**config.mk**
```make
export PLATFORM = sky130hd
export DESIGN_NAME = spd_engine
export DESIGN_NICKNAME = d
export VERILOG_FILES = /design/src/spd_pkg.sv /design/src/spd_engine.sv /design/src/spd_desc_mem.sv
export VERILOG_INCLUDE_DIRS = /design/src
export SDC_FILE = /design/constraint.sdc
export NUM_CORES = 2
export LEC_CHECK = 0
export BUFFER_PORTS_ARGS = -buffer_cell sky130_fd_sc_hd__buf_2
export CAP_MARGIN = 5
export CORE_ASPECT_RATIO = 2
export CORE_MARGIN = 4
export CORE_UTILIZATION = 30
export CTS_CLUSTER_DIAMETER = 200
export DETAILED_ROUTE_END_ITERATION = 8
export SYNTH_ARGS = -nofsm -noshare
export SYNTH_HDL_FRONTEND = slang
export SYNTH_SLANG_ARGS = --single-unit
```
**constraint.sdc**
```tcl
create_clock -name clk_in -period 5.8 [get_ports clk_in]
set_input_delay 0.87 -clock clk_in [delete_from_list [all_inputs] [get_ports clk_in]]
set_output_delay 0.87 -clock clk_in [all_outputs]
set_load 0.02 [all_outputs]
```
**src/spd_regs.svh**
```systemverilog
// Descriptor layout, codes and sizes for the split descriptor engine
//
// Contract
// - Per-start-split chunk limit is the 11-bit field at descriptor bits 28:18.
// - For isochronous descriptors the byte count acts as downstream maximum packet size.
// - Hardware clears valid bit 0 when fully executed or on a fatal error.
// - Second word holds hub, port, speed/end, split, type, token, address, endpoint.
// - Hardware reports completed bytes in a 12-bit count covering 4 kbytes.
// - Split flag 0 gives a plain high-speed transaction, 1 a split transaction.
// - Token 00 means OUT and 01 means IN.
// - Matching microframe with start-split bit set stores its byte count in its slot.
`ifndef SPD_REGS_SVH
`define SPD_REGS_SVH

// Descriptor memory geometry and fetch length
`define SPD_MEM_AW 4
`define SPD_DATA_W 32
`define SPD_FETCH_N 4'h8
`define SPD_LAST_IDX 3'h7

// Memory words that the engine fetches and writes back
`define SPD_W_DW0L 4'h0
`define SPD_W_DW1H 4'h3
`define SPD_W_DW2L 4'h4
`define SPD_W_DW3H 4'h7
`define SPD_W_DW4L 4'h8
`define SPD_W_DW5H 4'hb
`define SPD_W_DW6L 4'hc
`define SPD_W_DW7H 4'hf

// Local cache slots for those words
`define SPD_C_DW0L 3'h0
`define SPD_C_DW1H 3'h1
`define SPD_C_DW2L 3'h2
`define SPD_C_DW3H 3'h3
`define SPD_C_DW4L 3'h4
`define SPD_C_DW5H 3'h5
`define SPD_C_DW6L 3'h6
`define SPD_C_DW7H 3'h7

// Word 0 fields
`define SPD_V_BIT 0
`define SPD_BTM_HI 17
`define SPD_BTM_LO 3
`define SPD_CHUNK_HI 28
`define SPD_CHUNK_LO 18
`define SPD_EP0_BIT 31

// Upper half of the second descriptor word
`define SPD_HUB_HI 31
`define SPD_HUB_LO 25
`define SPD_PORT_HI 24
`define SPD_PORT_LO 18
`define SPD_SE_HI 17
`define SPD_SE_LO 16
`define SPD_SPLIT_BIT 14
`define SPD_TYPE_HI 13
`define SPD_TYPE_LO 12
`define SPD_TOKEN_HI 11
`define SPD_TOKEN_LO 10
`define SPD_DEV_HI 9
`define SPD_DEV_LO 3
`define SPD_EP_HI 2
`define SPD_EP_LO 0

// Frame select, phase, byte count, masks and result slots
`define SPD_FRAME_HI 7
`define SPD_FRAME_LO 3
`define SPD_PHASE_BIT 27
`define SPD_MOVED_HI 11
`define SPD_MOVED_LO 0
`define SPD_MASK_HI 7
`define SPD_MASK_LO 0
`define SPD_SLOT_W 8
`define SPD_SLOT_DW5_BASE 3'h1
`define SPD_SLOT_DW6_FIRST 3'h3
`define SPD_SLOT_DW7 3'h7

// Codes
`define SPD_TOKEN_OUT 2'h0
`define SPD_TOKEN_IN 2'h1
`define SPD_TYPE_ISO 2'h1
`define SPD_PHASE_START 1'h0
`define SPD_PHASE_COMPLETE 1'h1
`define SPD_MOVED_MAX 12'hfff

`endif

```
**src/spd_pkg.sv**
```systemverilog
// Shared types for the split descriptor engine
package spd_pkg;

   typedef enum logic [2:0] {
      ST_IDLE,
      ST_FETCH,
      ST_DECIDE,
      ST_WAIT,
      ST_UPDATE,
      ST_WRITE
   } spd_state_t;

   typedef struct packed {
      logic [6:0] hub_addr;
      logic [6:0] hub_port_index;
      logic [1:0] speed_end_field;
      logic split;
      logic split_phase_flag;
      logic [1:0] transfer_type;
      logic [1:0] token;
      logic [6:0] function_addr;
      logic [3:0] endpoint_num;
      logic [10:0] len;
   } spd_txn_t;

   typedef struct packed {
      logic done;
      logic fatal;
      logic [10:0] count;
   } spd_result_t;

endpackage : spd_pkg

```
**src/spd_engine.sv**
```systemverilog
// Split descriptor engine: fetch, schedule, and write back transfer descriptors
`timescale 1ns/1ps
`include "spd_regs.svh"
module spd_engine (
   input wire logic clk_in,
   input wire logic reset_in,
   input wire logic [`SPD_MEM_AW-1:0] reg_addr_in,
   input wire logic [`SPD_DATA_W-1:0] reg_wdata_in,
   input wire logic reg_wr_in,
   input wire logic reg_rd_in,
   output logic [`SPD_DATA_W-1:0] reg_rdata_out,
   input wire logic uframe_tick_in,
   input wire logic [2:0] uframe_index_in,
   input wire logic [4:0] frame_num_in,
   output logic txn_start_out,
   output spd_pkg::spd_txn_t txn_out,
   input wire spd_pkg::spd_result_t result_in,
   output logic busy_out,
   output logic skip_out,
   output logic retire_out
);

   localparam int NCACHE = 8;

   spd_pkg::spd_state_t st;
   spd_pkg::spd_state_t next_st;
   logic [3:0] step;
   logic [3:0] next_step;
   logic [`SPD_DATA_W-1:0] cache [0:NCACHE-1];
   logic [`SPD_DATA_W-1:0] next_cache [0:NCACHE-1];
   logic [2:0] uf;
   logic [2:0] next_uf;
   logic [4:0] frame;
   logic [4:0] next_frame;
   logic [10:0] count;
   logic [10:0] next_count;
   logic fatal;
   logic next_fatal;
   spd_pkg::spd_txn_t next_txn;
   logic next_txn_start;
   logic next_skip;
   logic next_retire;

   logic [`SPD_MEM_AW-1:0] b_addr;
   logic [`SPD_DATA_W-1:0] b_wdata;
   logic [`SPD_DATA_W-1:0] b_rdata;
   logic b_we;
   logic b_re;

   logic valid_bit;
   logic frame_ok;
   logic sa_hit;
   logic cs_hit;
   logic phase;
   logic phase_new;
   logic split_on;
   logic is_iso;
   logic is_in;
   logic done_new;
   logic [10:0] chunk;
   logic [10:0] len;
   logic [14:0] to_move;
   logic [14:0] remaining;
   logic [11:0] moved;
   logic [11:0] moved_new;
   logic [12:0] moved_sum;
   logic [7:0] cs_left;
   logic [2:0] slot_c;
   logic [1:0] slot_lane;
   logic [7:0] slot_now;

   // Memory word that belongs to each cache slot
   function automatic logic [`SPD_MEM_AW-1:0] word_of(input logic [2:0] idx);
      logic [`SPD_MEM_AW-1:0] w;
      w = `SPD_W_DW0L;
      unique case (idx)
         `SPD_C_DW0L: w = `SPD_W_DW0L;
         `SPD_C_DW1H: w = `SPD_W_DW1H;
         `SPD_C_DW2L: w = `SPD_W_DW2L;
         `SPD_C_DW3H: w = `SPD_W_DW3H;
         `SPD_C_DW4L: w = `SPD_W_DW4L;
         `SPD_C_DW5H: w = `SPD_W_DW5H;
         `SPD_C_DW6L: w = `SPD_W_DW6L;
         `SPD_C_DW7H: w = `SPD_W_DW7H;
      endcase
      return w;
   endfunction : word_of

   function automatic logic token_is_in(input logic [1:0] token);
      return token == `SPD_TOKEN_IN;
   endfunction : token_is_in

   spd_desc_mem #(
      .AW(`SPD_MEM_AW),
      .DW(`SPD_DATA_W)
   ) u_mem (
      .clk_in(clk_in),
      .reset_in(reset_in),
      .a_addr_in(reg_addr_in),
      .a_wdata_in(reg_wdata_in),
      .a_we_in(reg_wr_in),
      .a_re_in(reg_rd_in),
      .a_rdata_out(reg_rdata_out),
      .b_addr_in(b_addr),
      .b_wdata_in(b_wdata),
      .b_we_in(b_we),
      .b_re_in(b_re),
      .b_rdata_out(b_rdata)
   );

   // Field decode from the fetched descriptor
   always_comb
   begin
      valid_bit = cache[`SPD_C_DW0L][`SPD_V_BIT];
      chunk = cache[`SPD_C_DW0L][`SPD_CHUNK_HI:`SPD_CHUNK_LO];
      to_move = cache[`SPD_C_DW0L][`SPD_BTM_HI:`SPD_BTM_LO];
      frame_ok = cache[`SPD_C_DW2L][`SPD_FRAME_HI:`SPD_FRAME_LO] == frame;
      sa_hit = cache[`SPD_C_DW4L][`SPD_MASK_LO + uf];
      cs_hit = cache[`SPD_C_DW5H][`SPD_MASK_LO + uf];
      phase = cache[`SPD_C_DW3H][`SPD_PHASE_BIT];
      split_on = cache[`SPD_C_DW1H][`SPD_SPLIT_BIT];
      is_iso = cache[`SPD_C_DW1H][`SPD_TYPE_HI:`SPD_TYPE_LO] == `SPD_TYPE_ISO;
      is_in = token_is_in(cache[`SPD_C_DW1H][`SPD_TOKEN_HI:`SPD_TOKEN_LO]);
      moved = cache[`SPD_C_DW3H][`SPD_MOVED_HI:`SPD_MOVED_LO];
      moved_sum = {1'h0, moved} + {2'h0, count};
      moved_new = moved_sum[12] ? `SPD_MOVED_MAX : moved_sum[11:0];
      // isochronous count is the packet size
      if (is_iso)
      begin
         remaining = to_move;
      end
      else if (to_move > {3'h0, moved})
      begin
         remaining = to_move - {3'h0, moved};
      end
      else
      begin
         remaining = '0;
      end
      len = (remaining > {4'h0, chunk}) ? chunk : remaining[10:0];
      cs_left = cache[`SPD_C_DW5H][`SPD_MASK_HI:`SPD_MASK_LO] & ~(8'h01 << uf);
      // phase moves to complete only for split IN with pending mask
      if (phase == `SPD_PHASE_START)
      begin
         phase_new = (split_on && is_in
            && cache[`SPD_C_DW5H][`SPD_MASK_HI:`SPD_MASK_LO] != 8'h00)
            ? `SPD_PHASE_COMPLETE : `SPD_PHASE_START;
      end
      else
      begin
         phase_new = (cs_left == 8'h00) ? `SPD_PHASE_START : `SPD_PHASE_COMPLETE;
      end
      done_new = (phase_new == `SPD_PHASE_START) && ({3'h0, moved_new} >= to_move);
      if (uf < `SPD_SLOT_DW6_FIRST)
      begin
         slot_c = `SPD_C_DW5H;
         slot_lane = 2'(uf + `SPD_SLOT_DW5_BASE);
      end
      else if (uf < `SPD_SLOT_DW7)
      begin
         slot_c = `SPD_C_DW6L;
         slot_lane = 2'(uf - `SPD_SLOT_DW6_FIRST);
      end
      else
      begin
         slot_c = `SPD_C_DW7H;
         slot_lane = 2'h0;
      end
      slot_now = cache[slot_c][slot_lane*`SPD_SLOT_W +: `SPD_SLOT_W];
   end

   // Sequencer next state
   always_comb
   begin
      next_st = st;
      next_step = step;
      next_cache = cache;
      next_uf = uf;
      next_frame = frame;
      next_count = count;
      next_fatal = fatal;
      next_txn = txn_out;
      next_txn_start = 1'h0;
      next_skip = 1'h0;
      next_retire = 1'h0;
      b_addr = word_of(step[2:0]);
      b_wdata = cache[step[2:0]];
      b_re = 1'h0;
      b_we = 1'h0;
      unique case (st)
         spd_pkg::ST_IDLE:
         begin
            if (uframe_tick_in)
            begin
               next_uf = uframe_index_in;
               next_frame = frame_num_in;
               next_step = 4'h0;
               next_st = spd_pkg::ST_FETCH;
            end
         end
         spd_pkg::ST_FETCH:
         begin
            b_re = !step[3];
            if (step != 4'h0)
            begin
               next_cache[3'(step - 4'h1)] = b_rdata;
            end
            next_step = step + 4'h1;
            if (step == `SPD_FETCH_N)
            begin
               next_st = spd_pkg::ST_DECIDE;
            end
         end
         spd_pkg::ST_DECIDE:
         begin
            if (!valid_bit)
            begin
               next_skip = 1'h1;
               next_st = spd_pkg::ST_IDLE;
            end
            else if (frame_ok && ((phase == `SPD_PHASE_START && sa_hit)
               || (phase == `SPD_PHASE_COMPLETE && cs_hit && is_in)))
            begin
               next_txn.hub_addr = cache[`SPD_C_DW1H][`SPD_HUB_HI:`SPD_HUB_LO];
               next_txn.hub_port_index = cache[`SPD_C_DW1H][`SPD_PORT_HI:`SPD_PORT_LO];
               next_txn.speed_end_field = cache[`SPD_C_DW1H][`SPD_SE_HI:`SPD_SE_LO];
               next_txn.split = split_on;
               next_txn.split_phase_flag = phase;
               next_txn.transfer_type = cache[`SPD_C_DW1H][`SPD_TYPE_HI:`SPD_TYPE_LO];
               next_txn.token = cache[`SPD_C_DW1H][`SPD_TOKEN_HI:`SPD_TOKEN_LO];
               next_txn.function_addr = cache[`SPD_C_DW1H][`SPD_DEV_HI:`SPD_DEV_LO];
               next_txn.endpoint_num = {cache[`SPD_C_DW1H][`SPD_EP_HI:`SPD_EP_LO],
                  cache[`SPD_C_DW0L][`SPD_EP0_BIT]};
               next_txn.len = len;
               next_txn_start = 1'h1;
               next_st = spd_pkg::ST_WAIT;
            end
            else
            begin
               next_st = spd_pkg::ST_IDLE;
            end
         end
         spd_pkg::ST_WAIT:
         begin
            if (result_in.done)
            begin
               next_count = result_in.count;
               next_fatal = result_in.fatal;
               next_st = spd_pkg::ST_UPDATE;
            end
         end
         spd_pkg::ST_UPDATE:
         begin
            if (fatal)
            begin
               next_cache[`SPD_C_DW0L][`SPD_V_BIT] = 1'h0;
               next_retire = 1'h1;
            end
            else
            begin
               if (sa_hit)
               begin
                  next_cache[slot_c][slot_lane*`SPD_SLOT_W +: `SPD_SLOT_W] =
                     count[`SPD_SLOT_W-1:0];
               end
               next_cache[`SPD_C_DW3H][`SPD_MOVED_HI:`SPD_MOVED_LO] = moved_new;
               next_cache[`SPD_C_DW3H][`SPD_PHASE_BIT] = phase_new;
               if (phase == `SPD_PHASE_COMPLETE)
               begin
                  next_cache[`SPD_C_DW5H][`SPD_MASK_HI:`SPD_MASK_LO] = cs_left;
               end
               if (done_new)
               begin
                  next_cache[`SPD_C_DW0L][`SPD_V_BIT] = 1'h0;
                  next_retire = 1'h1;
               end
            end
            next_step = 4'h0;
            next_st = spd_pkg::ST_WRITE;
         end
         spd_pkg::ST_WRITE:
         begin
            b_we = 1'h1;
            next_step = step + 4'h1;
            if (step[2:0] == `SPD_LAST_IDX)
            begin
               next_st = spd_pkg::ST_IDLE;
            end
         end
      endcase
   end

   always_ff @(posedge clk_in)
   begin
      if (reset_in)
      begin
         st <= spd_pkg::ST_IDLE;
         step <= 4'h0;
         uf <= 3'h0;
         frame <= 5'h00;
         count <= 11'h000;
         fatal <= 1'h0;
         txn_out <= '0;
         txn_start_out <= 1'h0;
         skip_out <= 1'h0;
         retire_out <= 1'h0;
         for (int i = 0; i < NCACHE; i++)
         begin
            cache[i] <= '0;
         end
      end
      else
      begin
         st <= next_st;
         step <= next_step;
         uf <= next_uf;
         frame <= next_frame;
         count <= next_count;
         fatal <= next_fatal;
         txn_out <= next_txn;
         txn_start_out <= next_txn_start;
         skip_out <= next_skip;
         retire_out <= next_retire;
         for (int i = 0; i < NCACHE; i++)
         begin
            cache[i] <= next_cache[i];
         end
      end
   end

   assign busy_out = (st != spd_pkg::ST_IDLE);
endmodule : spd_engine

```
**src/spd_desc_mem.sv**
```systemverilog
// Two-port descriptor memory with registered read data
`timescale 1ns/1ps
module spd_desc_mem #(
   parameter int AW = 4,
   parameter int DW = 32
) (
   input wire logic clk_in,
   input wire logic reset_in,
   input wire logic [AW-1:0] a_addr_in,
   input wire logic [DW-1:0] a_wdata_in,
   input wire logic a_we_in,
   input wire logic a_re_in,
   output logic [DW-1:0] a_rdata_out,
   input wire logic [AW-1:0] b_addr_in,
   input wire logic [DW-1:0] b_wdata_in,
   input wire logic b_we_in,
   input wire logic b_re_in,
   output logic [DW-1:0] b_rdata_out
);

   logic [DW-1:0] mem [0:(1<<AW)-1];

   // Port A wins when both ports write one word in the same cycle
   always_ff @(posedge clk_in)
   begin
      if (a_we_in)
      begin
         mem[a_addr_in] <= a_wdata_in;
      end
      if (b_we_in && !(a_we_in && (a_addr_in == b_addr_in)))
      begin
         mem[b_addr_in] <= b_wdata_in;
      end
   end

   // Read data stand only in the cycle after a read
   always_ff @(posedge clk_in)
   begin
      if (reset_in)
      begin
         a_rdata_out <= '0;
         b_rdata_out <= '0;
      end
      else
      begin
         a_rdata_out <= a_re_in ? mem[a_addr_in] : '0;
         b_rdata_out <= b_re_in ? mem[b_addr_in] : '0;
      end
   end

endmodule : spd_desc_mem

```
# After elaboration in Yosys (flattened, before gate mapping)
# Memory sizes are Yosys's and may differ from the RTL's. A register that Yosys moved wholly into a read port is not among the register bits.
# Cells that the tools add are included.
# W data, S select, Z words.
# word_totals
regBits	330
mem_bits_rw	512
rom_bits	32
input_bits	62
out_inout_bits	80
elab_cells	174
memories	2
# op_classes
addsub	7
n_lt_le_gt_ge	11
eq_ne	20
shifts	3
muxes	53
n_bitwise	12
n_reduce_logical	36
# memory_table
memory	words	width	rd	rd_ports_with_merged_regs	write_ports	line_no	text
u_mem.mem	16	32	2	2	2	spd_desc_mem.sv:21	logic [DW-1:0] mem [0:(1<<AW)-1];
(no name shown)	8	4	1	1	0	spd_engine.sv:76	unique case (idx)
# op_table
operator	n
$bwmux W256	2
$mux W256	2
$pmux W256 S2	1
$mux W224	1
$demux W32 S3	2
$mux W32	4
$bmux W32 S3	1
$neg A5 Y34	1
$shift A8 B34 Y32 const A	1
$shiftx A8 B34 Y32	1
$mux W31	1
$mux W15	2
$mux W1	18
$mux W3	6
$pmux W3 S6	1
$ge A12 B15 Y1	1
$gt A15 B11 Y1	1
$gt A15 B12 Y1	1
$sub A15 B12 Y15	1
$ne A2 B2 Y1 const B	7
$add A12 B11 Y13	1
$ge A4 B4 Y1 const B	3
$mux W12	1
$not A3 Y4	3
other kinds (41)	79

# Longest topological paths before layout
# logic_depth
depth_word	13
ltp_mapped	18
ltp_nobuf	17

# Modules after synthesis
# A second synthesis with hierarchy kept.
# hier_totals
cells_unflattened	4200
hier_area_um2	49411.1
# modules_own_cells
mod	n_inst	cells_per_inst	area_per_inst_um2	seq_area_each_um2
spd_desc_mem	1	2093	31951.9	16656.0
spd_engine	1	2107	17459.2	6666.4

# Worst setup path before layout
# Ideal clock, no wire load.
# synth_path
path_kind	input to register
startpoint	input port reg_addr_in[0]
endpoint	memory u_mem.mem[3][0] (enable)
setup_ps	470
arrival_time_ps	4394
t_required_ps	5330
setup_slack_ps	936
path_stages	5
path_buffers	3
cell_sequence	clkbuf_1 -> buf_2 -> buf_1 -> nand3_1 -> o31ai_1
# synth_rtl
element	line_no	text
start, declared	spd_engine.sv:7	input wire logic [`SPD_MEM_AW-1:0] reg_addr_in,
end, declared	spd_desc_mem.sv:21	

# Worst setup path after layout
# layout_path
startpoint	register cache[129] (netlist bit)
endpoint	register txn_out[4] (netlist bit)
# layout_via
elab_chain_cells	5
word_cells_on_any_way	6
classes_between	add/sub (1); order compare (2); mux (3)
# layout_rtl
element	line_no	text
start, declared	spd_engine.sv:29	logic [`SPD_DATA_W-1:0] cache [0:NCACHE-1];
start signal, assigned by index	spd_engine.sv:326	cache[i] <= next_cache[i];
$sub A15 B12 Y15 / $gt A15 B12 Y1 (equally long branches)	spd_engine.sv:134, spd_engine.sv:132	
$mux W15 (*)	spd_engine.sv:132	else if (to_move > {3'h0, moved})
$mux W15 (*)	spd_engine.sv:128	if (is_iso)
$gt A15 B11 Y1	spd_engine.sv:140	len = (remaining > {4'h0, chunk}) ? chunk : remaining[10:0];
$mux W11 (*)	spd_engine.sv:140	
end signal, assigned	spd_engine.sv:320	txn_out <= next_txn;
end, declared	spd_engine.sv:16	output spd_pkg::spd_txn_t txn_out,
# Mark *: on every way between the ends. The rest lies on a longest branch, timed or not.
# A chain may end at the register's enable or synchronous reset.

==> run summary <==
peak supply drop: 0.2136 mV
commonest register cell after synthesis: edfxtp_1
Period Utilization, post-route: 87.35%
share of Yosys cell area claimed by the top area cell type: 35.56%
commonest non-fill, non-tap cell in the layout: nand2_1
vias in the first global route: 31020
Final setup viols: 0
DIE AREA: 150600 µm²
fillcell total: 13940
Power Density: 288.7 nW/µm²
vias post-DR: 30530
Synth Warn #: 0
row count: 196
# IOs: 142
Area contributors post-synth: edfxtp_1 (36%), dfxtp_1 (18%), mux4_2 (15%)
worst-skew pair later-pin latency: 710 ps
Placer Congestion: 0.9028
clk sinks: 909
Worst EP arrival: 5670 ps
initial antenna violation count: 12
Worst EP required: 6400 ps
die height: 544.9 µm
First-pass DRT Iterations: 5
die width: 276.4 µm
fin crit period: 5067 ps
CTS tree: done
# hold bufs at CTS: 0
Seq cells post-synth: 909
Finished Cell Area: 48620 µm²
Post-synth EDFFs: 512
Syn Inst Count: 3653
GRT Max-Usage Layer: met2
synthesized area: 43230 µm²
TritonCTS Buffers: 82
Slew headroom: 14.52%
CTS resizes: 0
Yosys cell types: 87
Layout Skew: 73.06 ps
sequential fraction of the synthesis area: 53.95%
CP startpoint kind: flop
RSZ-0062 raised after global routing: false
CP Class: reg2reg
status: completed
Final #Nets: 3741
Final Hold Fails: 0
Crit. End Element: flop
HP Class: in2reg
routed len/inst: 26.13 µm
max-slew violation count: 0
setup bufs post-CTS: 0
overall routing resource usage: 18.80%
commonest non-fill, non-tap cells in the layout: nand2_1 (545), edfxtp_1 (512), dfxtp_1 (391)
clk slew on worst S/H paths: 70 ps
PnR Total Power: 14.04 mW
Clock Tree Buf Depth: 3
number of routed nets with antenna violations: 0
ys async rst share: 0%
largest net degree at the start of global routing: 97
Syn Area/Cell: 11.83 µm²
total gr overflow: 0
worst-path fanout max: 12
share of post-route cells with drive strength above 1: 20.11%
root buf cell: clkbuf_16
syn_nets: 3773
LEAKAGE: 16.15 nW
H-tree Lvls: 3
total wire length: 145600 µm
met2 Use GR: 35.04%
DR vias/cell: 5.479
slew at the pin closest to its max-slew limit: 1246 ps
first-pass GRT wire length: 211600 µm
GR Util met1: 20.10%
CORE AREA: 143000 µm²
initial detailed-routing violation count: 2612
routing usage on met3: 2.998%
cell taking the most area after synthesis: edfxtp_1
placed cell area: 45730 µm²
post-DP HPWL: 99710 µm
IO Port Bufs: 141
Max-cap violations: 0
setup tns final: 0 ps
Fmax: 197.4 MHz
area growth from synthesis to layout: 12.47%
DRC errors left: 0
Initial Util: 30.24%
[cell usage after synthesis (8+ instances only)]
| library cell | count |
|---|---|
| nor2b_1 | 38 |
| a21oi_1 | 268 |
| xnor2_1 | 17 |
| xor2_1 | 9 |
| buf_2 | 29 |
| dfxtp_1 | 397 |
| a22oi_1 | 28 |
| o211ai_1 | 11 |
| ha_1 | 56 |
| nand4_1 | 23 |
| inv_1 | 54 |
| a221oi_1 | 10 |
| buf_4 | 37 |
| clkbuf_2 | 9 |
| a32o_1 | 10 |
| edfxtp_1 | 512 |
| nor2_1 | 294 |
| mux2i_1 | 127 |
| nand3b_1 | 8 |
| nor3_1 | 28 |
| a21o_1 | 14 |
| nand3_1 | 34 |
| nand2_1 | 553 |
| a211oi_1 | 47 |
| mux4_2 | 290 |
| o21ai_0 | 242 |
| a211oi_2 | 10 |
| a32oi_1 | 56 |
| nand2b_1 | 15 |
| buf_1 | 48 |
| and2_1 | 12 |
| o31ai_1 | 21 |
| clkbuf_1 | 218 |
[stage by stage]
step | hold WS (ps) | utilization, % | worst slack [ps] | cells
floorplan | 428.7 | - | 936.3 | 3653
global placement | 435.0 | 31.98 | 850.5 | 5418
detailed placement | 442.8 | 31.98 | 785.8 | 5418
CTS | 381.7 | 34.01 | 742.8 | 5571
global route | 416.7 | 34.01 | 345.2 | 5572
finish | 423.7 | 34.01 | 733.4 | 5572
[cells by family after synthesis]
family	Yosys count	synth area share (%)
and+or+nand+nor	1059	10.49
DFF	909	53.95
AOI/OAI and AO/OA	781	11.15
muxes	421	18.23
buffers and inverters	399	3.948
adders and majority gates	58	1.713
xor gates and xnor gates	26	0.5267
[final timing paths]
kind                           start    endpoint  slack, ps  cells after the start
hold / removal    uframe_index_in[2]       uf[2]        420                      3
setup / recovery          cache[129]  txn_out[4]        730                     16
setup reg to reg          cache[129]  txn_out[4]        730                     16
hold reg to reg            cache[27]   cache[27]        450                      2
[critical path, cell delays in order (launching register included)]
cell and delay, ps:
dfxtp_1 440, inv_1 130, ha_1 330, nor2b_4 140, o31ai_2 380, a21oi_2 170
a2111o_1 510, nor3b_2 240, a22o_1 220, ha_1 310, a2111oi_0 450, nand2_1 140
a221oi_1 270, o21ai_0 190, buf_4 220, or3_1 510, o311ai_1 340
[per-layer routing]
| metal | routed length, µm | vias to the layer above |
|---|---|---|
| li1 | - | 13520 |
| met1 | 50540 | 15340 |
| met2 | 76790 | 1295 |
| met3 | 8858 | 376 |
| met4 | 9403 | 2 |
| met5 | 11 | - |
[registers in the layout, indices dropped and copies added, names as in the netlist]
signal	flops
b_addr	3
cache	256
count	11
fatal	1
frame	5
retire_out	1
skip_out	1
st	3
step	4
txn_out	44
txn_start_out	1
u_mem.a_rdata_out	32
u_mem.b_rdata_out	32
u_mem.mem	512
uf	3
[cell type report]
type	instances	area, µm²	share of cell area, %
antenna	1	2.502	0.005147
clock buffer	104	2297	4.725
clock inverter	49	593.1	1.220
inverter	55	206.4	0.4246
multi-input combinational	2345	18420	37.89
sequential	909	23340	48.00
tap	1881	2354	4.840
timing repair buffer	228	1408	2.895
[where the power goes]
part	internal, mW	switching, mW
clock network	3.27	2.64
registers	6.91	0.138
logic	0.422	0.656
Power figures use the tool's default switching activity.
